[src/pkg/adcseq_pkg.sv]
// Purpose: Shared constants and carrier types for the converter sequencer
// Assumes: 8-bit control writes arrive as a strobe with a data byte
// Notes: Field layout of the control byte is fixed here for all users
package adcseq_pkg;
    // Control byte fields
    localparam int CTL_BUSY_POS = 0;
    localparam int CTL_CHAN_LSB = 1;
    localparam int CTL_CHAN_W = 3;
    localparam int CTL_MODE_LSB = 4;
    localparam int CTL_MODE_W = 2;
    localparam int CTL_PRESC_POS = 6;
    localparam logic [7:0] CTL_RESET = 8'h00;
    // Gain register fields
    localparam int GAIN_TS_POS = 4;
    localparam int GAIN_TRIM_POS = 3;
    localparam logic [7:0] GAIN_RESET = 8'h00;
    localparam logic [7:0] TRIM_RESET = 8'h40;
    // Sequence timing in converter clocks
    localparam int SAMPLE_CYC = 3;
    localparam int AZERO_CYC = 1;
    localparam int BIT_CYC = 10;
    localparam int LOAD_CYC = 1;
    localparam int CONV_CYC = SAMPLE_CYC + AZERO_CYC + BIT_CYC + LOAD_CYC;
    localparam int PRESC_SLOW = 16;
    localparam int PRESC_FAST = 8;
    localparam logic [2:0] TEMP_CHAN = 3'h7;
    // Phases of a conversion
    typedef enum logic [2:0] {
        ADCSEQ_IDLE = 3'b000,
        ADCSEQ_SAMPLE = 3'b001,
        ADCSEQ_AZERO = 3'b011,
        ADCSEQ_DECIDE = 3'b010,
        ADCSEQ_COMPLETE = 3'b110
    } adcseq_phase_t;
    // Software write to a byte register
    typedef struct packed {
        logic wr;
        logic [7:0] data;
    } adcseq_wr_t;
endpackage : adcseq_pkg

[src/hw/adcseq_core.sv]
// Purpose: Conversion control and sequencing of a 10-bit SAR converter
// Assumes: Comparator decision arrives synchronous to sys_clk
// Notes: Converter clock is an enable pulse every prescale main clocks
`timescale 1ns/10ps
module adcseq_core #(
    parameter int PRESC_A = adcseq_pkg::PRESC_FAST,
    parameter int PRESC_B = adcseq_pkg::PRESC_SLOW
) (
    input wire logic sys_clk,
    input wire logic nrst,
    input wire logic clk_en,
    input wire adcseq_pkg::adcseq_wr_t ctl_wr,
    input wire adcseq_pkg::adcseq_wr_t gain_wr,
    input wire adcseq_pkg::adcseq_wr_t ntrim_wr,
    input wire adcseq_pkg::adcseq_wr_t ptrim_wr,
    input wire logic low_power,
    input wire logic breakpoint,
    input wire logic cmp_out,
    output logic [7:0] conv_control_reg,
    output logic [7:0] amp_gain_reg,
    output logic [7:0] n_trim_reg,
    output logic [7:0] p_trim_reg,
    output logic [1:0] result_high_reg,
    output logic [7:0] result_low_reg,
    output logic conv_power_reg,
    output logic sample_reg,
    output logic azero_reg,
    output logic conv_clk_en_reg,
    output logic temp_sel_reg,
    output logic temp_sensor_enable
);
    import adcseq_pkg::*;

    // The divider counter is eight bits wide, so larger prescalers cannot be served
    if (PRESC_A < 2 || PRESC_B < 2 || PRESC_A > 255 || PRESC_B > 255) begin : gen_presc_check
        $error("Prescaler values must lie in 2..255");
    end

    adcseq_phase_t phase_reg, phase_next;
    logic [7:0] ctl_next, gain_next, ntrim_next, ptrim_next;
    logic [7:0] div_reg, div_next;
    logic [3:0] cnt_reg, cnt_next;
    logic [9:0] sar_reg, sar_next;
    logic [9:0] res_next;
    logic restart_reg, restart_next;
    logic tick;
    logic busy;
    logic [7:0] div_top;

    assign busy = conv_control_reg[CTL_BUSY_POS];
    assign div_top = conv_control_reg[CTL_PRESC_POS] ? 8'(PRESC_B - 1) : 8'(PRESC_A - 1);
    // Converter clock tick only exists while busy and awake
    assign tick = busy && !low_power && (div_reg == div_top);

    // Register writes and completion side effects
    always_comb begin
        ctl_next = conv_control_reg;
        gain_next = amp_gain_reg;
        ntrim_next = n_trim_reg;
        ptrim_next = p_trim_reg;
        res_next = {result_high_reg, result_low_reg};
        if (ctl_wr.wr) begin
            if (busy) begin
                // Only busy bit takes the write; clearing it aborts
                ctl_next[CTL_BUSY_POS] = ctl_wr.data[CTL_BUSY_POS];
            end else begin
                ctl_next = ctl_wr.data;
            end
        end
        if (tick && phase_reg == ADCSEQ_COMPLETE && !(ctl_wr.wr && !ctl_wr.data[CTL_BUSY_POS])) begin
            ctl_next[CTL_BUSY_POS] = 1'b0;
            res_next = sar_reg;
        end
        if (gain_wr.wr) begin
            gain_next = gain_wr.data;
        end
        if (ntrim_wr.wr) begin
            ntrim_next = ntrim_wr.data;
        end
        if (ptrim_wr.wr) begin
            ptrim_next = ptrim_wr.data;
        end
    end

    // Sequence: phase counter advanced by converter clock ticks
    always_comb begin
        phase_next = phase_reg;
        cnt_next = cnt_reg;
        sar_next = sar_reg;
        div_next = 8'h00;
        restart_next = restart_reg;
        if (!busy || (ctl_wr.wr && busy && !ctl_wr.data[CTL_BUSY_POS])) begin
            phase_next = ADCSEQ_IDLE;
            cnt_next = 4'h0;
            restart_next = 1'b0;
        end else if (low_power) begin
            // Breakpoint is not a low-power state, so it never lands here
            phase_next = ADCSEQ_IDLE;
            cnt_next = 4'h0;
            restart_next = 1'b1;
        end else begin
            div_next = tick ? 8'h00 : div_reg + 8'h01;
            if (tick) begin
                unique case (phase_reg)
                    ADCSEQ_IDLE: begin
                        phase_next = ADCSEQ_SAMPLE;
                        cnt_next = 4'h0;
                        sar_next = 10'h000;
                    end
                    ADCSEQ_SAMPLE: begin
                        cnt_next = cnt_reg + 4'h1;
                        if (cnt_reg == 4'(SAMPLE_CYC - 1)) begin
                            phase_next = ADCSEQ_AZERO;
                            cnt_next = 4'h0;
                        end
                    end
                    ADCSEQ_AZERO: begin
                        phase_next = ADCSEQ_DECIDE;
                    end
                    ADCSEQ_DECIDE: begin
                        sar_next = {sar_reg[8:0], cmp_out};
                        cnt_next = cnt_reg + 4'h1;
                        if (cnt_reg == 4'(BIT_CYC - 1)) begin
                            phase_next = ADCSEQ_COMPLETE;
                            cnt_next = 4'h0;
                        end
                    end
                    ADCSEQ_COMPLETE: begin
                        phase_next = ADCSEQ_IDLE;
                        restart_next = 1'b0;
                    end
                endcase
            end
        end
    end

    // State registers; clk_en freezes everything
    always_ff @(posedge sys_clk or negedge nrst) begin
        if (!nrst) begin
            conv_control_reg <= CTL_RESET;
            amp_gain_reg <= GAIN_RESET;
            n_trim_reg <= TRIM_RESET;
            p_trim_reg <= TRIM_RESET;
            result_high_reg <= 2'h0;
            result_low_reg <= 8'h00;
            phase_reg <= ADCSEQ_IDLE;
            cnt_reg <= 4'h0;
            sar_reg <= 10'h000;
            div_reg <= 8'h00;
            restart_reg <= 1'b0;
            conv_power_reg <= 1'b0;
            sample_reg <= 1'b0;
            azero_reg <= 1'b0;
            conv_clk_en_reg <= 1'b0;
            temp_sel_reg <= 1'b0;
            temp_sensor_enable <= 1'b0;
        end else if (clk_en) begin
            conv_control_reg <= ctl_next;
            amp_gain_reg <= gain_next;
            n_trim_reg <= ntrim_next;
            p_trim_reg <= ptrim_next;
            {result_high_reg, result_low_reg} <= res_next;
            phase_reg <= phase_next;
            cnt_reg <= cnt_next;
            sar_reg <= sar_next;
            div_reg <= div_next;
            restart_reg <= restart_next;
            // Power follows busy at once so the write cycle itself powers up
            conv_power_reg <= ctl_next[CTL_BUSY_POS] && !low_power;
            sample_reg <= (phase_next == ADCSEQ_SAMPLE);
            azero_reg <= (phase_next == ADCSEQ_AZERO);
            conv_clk_en_reg <= ctl_next[CTL_BUSY_POS] && !low_power;
            temp_sel_reg <= (ctl_next[CTL_CHAN_LSB +: CTL_CHAN_W] == TEMP_CHAN);
            temp_sensor_enable <= gain_next[GAIN_TS_POS];
        end
    end

    // Checks
    int unsigned conv_ticks;
    always_ff @(posedge sys_clk or negedge nrst) begin
        if (!nrst) begin
            conv_ticks <= 0;
        end else if (clk_en) begin
            conv_ticks <= (phase_next == ADCSEQ_IDLE) ? 0 : (tick ? conv_ticks + 1 : conv_ticks);
        end
    end

    busy_ignore_a: assert property (@(posedge sys_clk) disable iff (!nrst)
        clk_en && busy && ctl_wr.wr |=> conv_control_reg[7:1] == $past(conv_control_reg[7:1]))
        else $error("Control bits changed while busy");
    start_power_a: assert property (@(posedge sys_clk) disable iff (!nrst)
        clk_en && !busy && ctl_wr.wr && ctl_wr.data[0] && !low_power |=> conv_power_reg && busy)
        else $error("Start write did not power up");
    idle_power_a: assert property (@(posedge sys_clk) disable iff (!nrst)
        !busy |-> !conv_clk_en_reg && !conv_power_reg && div_reg == 8'h00)
        else $error("Converter clock ran while idle");
    sample_len_a: assert property (@(posedge sys_clk) disable iff (!nrst)
        $fell(sample_reg) && azero_reg |-> conv_ticks == SAMPLE_CYC + 1)
        else $error("Sample window wrong");
    conv_len_a: assert property (@(posedge sys_clk) disable iff (!nrst)
        clk_en && tick && phase_reg == ADCSEQ_COMPLETE |-> conv_ticks == CONV_CYC)
        else $error("Conversion length not fifteen");
    done_clear_a: assert property (@(posedge sys_clk) disable iff (!nrst)
        clk_en && tick && phase_reg == ADCSEQ_COMPLETE && !ctl_wr.wr |=> !busy && !conv_power_reg)
        else $error("Completion did not clear busy");
    result_load_a: assert property (@(posedge sys_clk) disable iff (!nrst)
        clk_en && tick && phase_reg == ADCSEQ_COMPLETE && !ctl_wr.wr
        |=> {result_high_reg, result_low_reg} == $past(sar_reg))
        else $error("Result not loaded whole");
    abort_keep_a: assert property (@(posedge sys_clk) disable iff (!nrst)
        clk_en && busy && ctl_wr.wr && !ctl_wr.data[0]
        |=> $stable({result_high_reg, result_low_reg}) && phase_reg == ADCSEQ_IDLE)
        else $error("Abort disturbed result");
    halt_down_a: assert property (@(posedge sys_clk) disable iff (!nrst)
        clk_en && low_power |=> !conv_power_reg && phase_reg == ADCSEQ_IDLE)
        else $error("Converter powered in low power mode");
    temp_route_a: assert property (@(posedge sys_clk) disable iff (!nrst)
        clk_en && conv_control_reg[3:1] == TEMP_CHAN && !ctl_wr.wr |=> temp_sel_reg)
        else $error("Sensor channel not routed");
    brk_cont_a: assert property (@(posedge sys_clk) disable iff (!nrst)
        clk_en && breakpoint && busy && !ctl_wr.wr && !(tick && phase_reg == ADCSEQ_COMPLETE)
        |=> busy)
        else $error("Breakpoint disturbed conversion");

    conv_done_c: cover property (@(posedge sys_clk) disable iff (!nrst)
        tick && phase_reg == ADCSEQ_COMPLETE);
    abort_c: cover property (@(posedge sys_clk) disable iff (!nrst)
        busy && ctl_wr.wr && !ctl_wr.data[0]);
    wake_restart_c: cover property (@(posedge sys_clk) disable iff (!nrst)
        restart_reg && $fell(low_power));
endmodule : adcseq_core

[config.mk]
export PLATFORM = sky130hd
export DESIGN_NAME = adcseq_core
export DESIGN_NICKNAME = d
export VERILOG_FILES = /design/src/pkg/adcseq_pkg.sv /design/src/hw/adcseq_core.sv
export SDC_FILE = /design/constraint.sdc
export NUM_CORES = 1
export LEC_CHECK = 0
export BUFFER_PORTS_ARGS = -buffer_cell sky130_fd_sc_hd__buf_2
export CELL_PAD_IN_SITES_DETAIL_PLACEMENT = 1
export CELL_PAD_IN_SITES_GLOBAL_PLACEMENT = 2
export CORE_MARGIN = 3
export CORE_UTILIZATION = 33
export DETAILED_ROUTE_END_ITERATION = 7
export PLACE_DENSITY_LB_ADDON = 0.1
export SYNTH_ARGS = -nofsm -noshare
export SYNTH_HDL_FRONTEND = slang
export SYNTH_SLANG_ARGS = --single-unit
[constraint.sdc]
create_clock -name sys_clk -period 3 [get_ports sys_clk]
set_input_delay 0.6 -clock sys_clk [delete_from_list [all_inputs] [get_ports sys_clk]]
set_output_delay 0.6 -clock sys_clk [all_outputs]
set_load 0.05 [all_outputs]
==> impl_results.md <==
* RR Startpoint: div_reg[4]
* Crit. End Element: flip-flop
* Avg WL per Cell at between 15 and 20 um
* Routed wire length at approximately 7300 um
* Least-Margin Pin Slew at approximately 0.92 ns
* DRT iter0 DRCs at 61
* Finish-stage setup viols at 0
* Yosys reg bits at slightly above 70
* CP Launch Point: div_reg[4]
* Die ar. at 10700 um^2
* Vias in the first global route at 2618
* Critical path's largest stage delay at around 0.58 ns
* Post-CTS sizing at 0
* ANT cells at 0
* Main synth FF type: dfrtp_1
* Reg-to-reg slack, setup at around 0.78 ns
* Mean post-synth cell area at approximately 12 um^2
* Fin nets at around 400
* Post-synth EDFFs at 0
* Routed wl met3 at about 560 um
* Fin. Hold Viols at 0
* DRC at 0
* Hold Path Class: in -> async
* Vias after detailed routing at roughly 2300
* Buffer and inverter count on the worst path at 0
* CTS sink count at 71
* Crit path kind: reg -> reg
* Met1 wire length at ~3400 um
* R2r endpoint: result_low_reg[2]
* CTS Buf Count at 9
* Synth async-reset ratio at 100%
* H-tree levels at 3
* Final Wtd Congestion at 0.733
* Max frequency at 450 MHz
* Port buffer count at 88
* Top-level I/O count at 90
* Slew HR at 38.8%
* Skew-Pair Late Insertion Delay at between 0.3 and 0.4 ns
* Outcome: complete, no violations
* Worst-path cell chain: or4_4 -> nor4_4 -> and4_1 -> mux2_1
* DR top layer: met4
* Met2 wire len at between 3000 and 4000 um
* Worst setup path endpoint: result_low_reg[2]
* Sum of net half-perimeters after detailed placement at about 5200 um
* Crit-path slowest cell: or4_4
* Clk pin slew, worst setup/hold paths at roughly 0.08 ns
* Worst Setup Start Kind: flip-flop
* Pin count of the biggest net entering global routing at between 70 and 80
* WP data arrival at around 2.4 ns
* Crit path time final at approximately 2.2 ns
* CP delay by family, top: simple AND/OR/NAND/NOR gates
* Max IR drop VDD at about 0.36 mV
* P per Cell Area at about 650 nW/um^2
* Max Slew Vio Count at 0
* Cell count after synthesis at ~260
* Total GRT Usage at approximately 15%
* TNS Setup at 0 ns
* Total design power at approximately 0.0026 W
* Vias per cell at slightly below 5
* Warnings, synthesis at 0
* Initial antenna violation count at 0
* Core area at between 9000 and 10000 um^2
* Leakage at between 1.5 and 2 nW
* Die height at 104 um
* Hold_ws at about 0.40 ns
* DR pass1 iterations at 4
* Post-DP Area at ~3700 um^2
* Max-cap viol count at 0
* Reg2reg path depth at 4
* CTS Hold Bufs at 0
* Root Buffer: clkbuf_8
* Area grow syn2layout at 26.2%
* Syn Nets at between 300 and 400
* Starting Density at roughly a third
* Required @ worst endpoint at about 3.2 ns
* CTS Buffer Depth at 2
* Clock skew at 0.00418 ns
* First-pass GRT wire length at between 10000 and 15000 um
* Area of the mapped netlist at around 3100 um^2
* Final Cell Area at slightly below 4000 um^2
* # rows at 35
* Worst-path fanout max at 10
* Detail Route Antenna Nets at 0
* Layout cells sized above 1 at approximately two fifths
* Period utilization at between 70% and 80%
* Netlist cell types at just over 50
* Register area share after synthesis at 56.5%
* Post-CTS Setup Bufs at 0
* Grt total ovfl at 0
* Total number of cells along the worst setup path at 4
* CTS tree: built
* Unrepaired setup endpoints after global routing: false
* Max reg flops at 10
* Die width at 104 um
[synth_stat cells, drive strengths merged, types with 3 or more instances]
library cell  instances  share of area (%)
inv                   8               0.95
xor2                  7                2.2
clkbuf                5               0.60
nor2                 12                1.4
nor3                  3               0.48
nand2                37                4.4
mux2                 42                 15
buf                   6                1.1
o21ai                20                3.3
dfrtp                69                 55
nand4                 7                1.4
a21oi                 4               0.64
or3                   3               0.76
[worst min path at each step]
stage	start	endpoint	cells past startpoint
after floorplan	nrst	amp_gain_reg[0]	0
after global placement	result_low_reg[6]	result_low_reg[6]	1
after detailed placement	result_low_reg[6]	result_low_reg[6]	1
after CTS	nrst	cnt_reg[0]	1
after global routing	cmp_out	sar_reg[0]	3
final	nrst	cnt_reg[2]	1
[worst reg2reg max path: stages (launching register included)]
cell     delay, ns
dfrtp_1       0.42
or4_4         0.58
nor4_4        0.18
and4_1        0.54
mux2_1        0.38
[metal layers]
layer	vias to the layer above	track usage, %
met5	-	0
met4	0	4.27
met3	4	5.67
met2	65	23.3
met1	1167	19.0
li1	1112	-
[area by class of cell]
cell class              instances  area (um^2)
clock inverters                 6          118
flip-flops and latches         71         1780
clock buffers                  10          128
multi-input cells             173         1280
repair buffers                 92          473
fillers                      1040         5270
inverters                       8         30.0
well taps                     129          161
[cells in the final DEF, fill, tap and decap left out, drive strengths merged, types with 2 or more instances in the layout]
master | Yosys | routed
buf | 6 | 92
dfrtp | 69 | 69
mux2 | 42 | 42
nand2 | 37 | 37
o21ai | 20 | 20
nor2 | 12 | 12
clkbuf | 5 | 10
inv | 8 | 9
nand4 | 7 | 7
xor2 | 7 | 7
a21oi | 4 | 4
nor3 | 3 | 3
bufinv | 0 | 3
or3 | 3 | 3
nand2b | 2 | 2
nor2b | 2 | 2
a311oi | 2 | 2
a31oi | 2 | 2
and3 | 2 | 2
o21a | 2 | 2
o32ai | 2 | 2
xnor2 | 2 | 2
dfstp | 2 | 2
nor4 | 2 | 2
o31ai | 2 | 2
[through the flow]
stage | instances | setup WS, ns | util (%)
3_3_place_gp | 473 | 0.696 | 40.3
5_1_grt | 489 | 0.630 | 43.0
4_1_cts | 489 | 0.715 | 43.0
2_1_floorplan | 263 | 0.835 | -
6_report | 489 | 0.778 | 43.0
3_5_place_dp | 473 | 0.690 | 40.3
[power breakdown]
| part | switching, W | leakage, nW | internal, W |
|---|---|---|---|
| registers | 0.0000478 | 0.915 | 0.00104 |
| clock network | 0.000383 | 0.119 | 0.000560 |
| logic | 0.000400 | 0.809 | 0.000145 |
[cells by family (layout without fill, tap and decap cells)]
family | after synthesis | in the layout | share of synthesized area (%)
buf+inv | 19 | 116 | 2.66
xor+xnor | 9 | 9 | 2.74
mux | 43 | 43 | 15.3
fa+ha+maj | 1 | 1 | 0.398
compound gates | 41 | 41 | 8.95
simple gates | 79 | 79 | 13.4
flops | 71 | 71 | 56.5
Note: power is estimated with default switching activity, not from simulation.
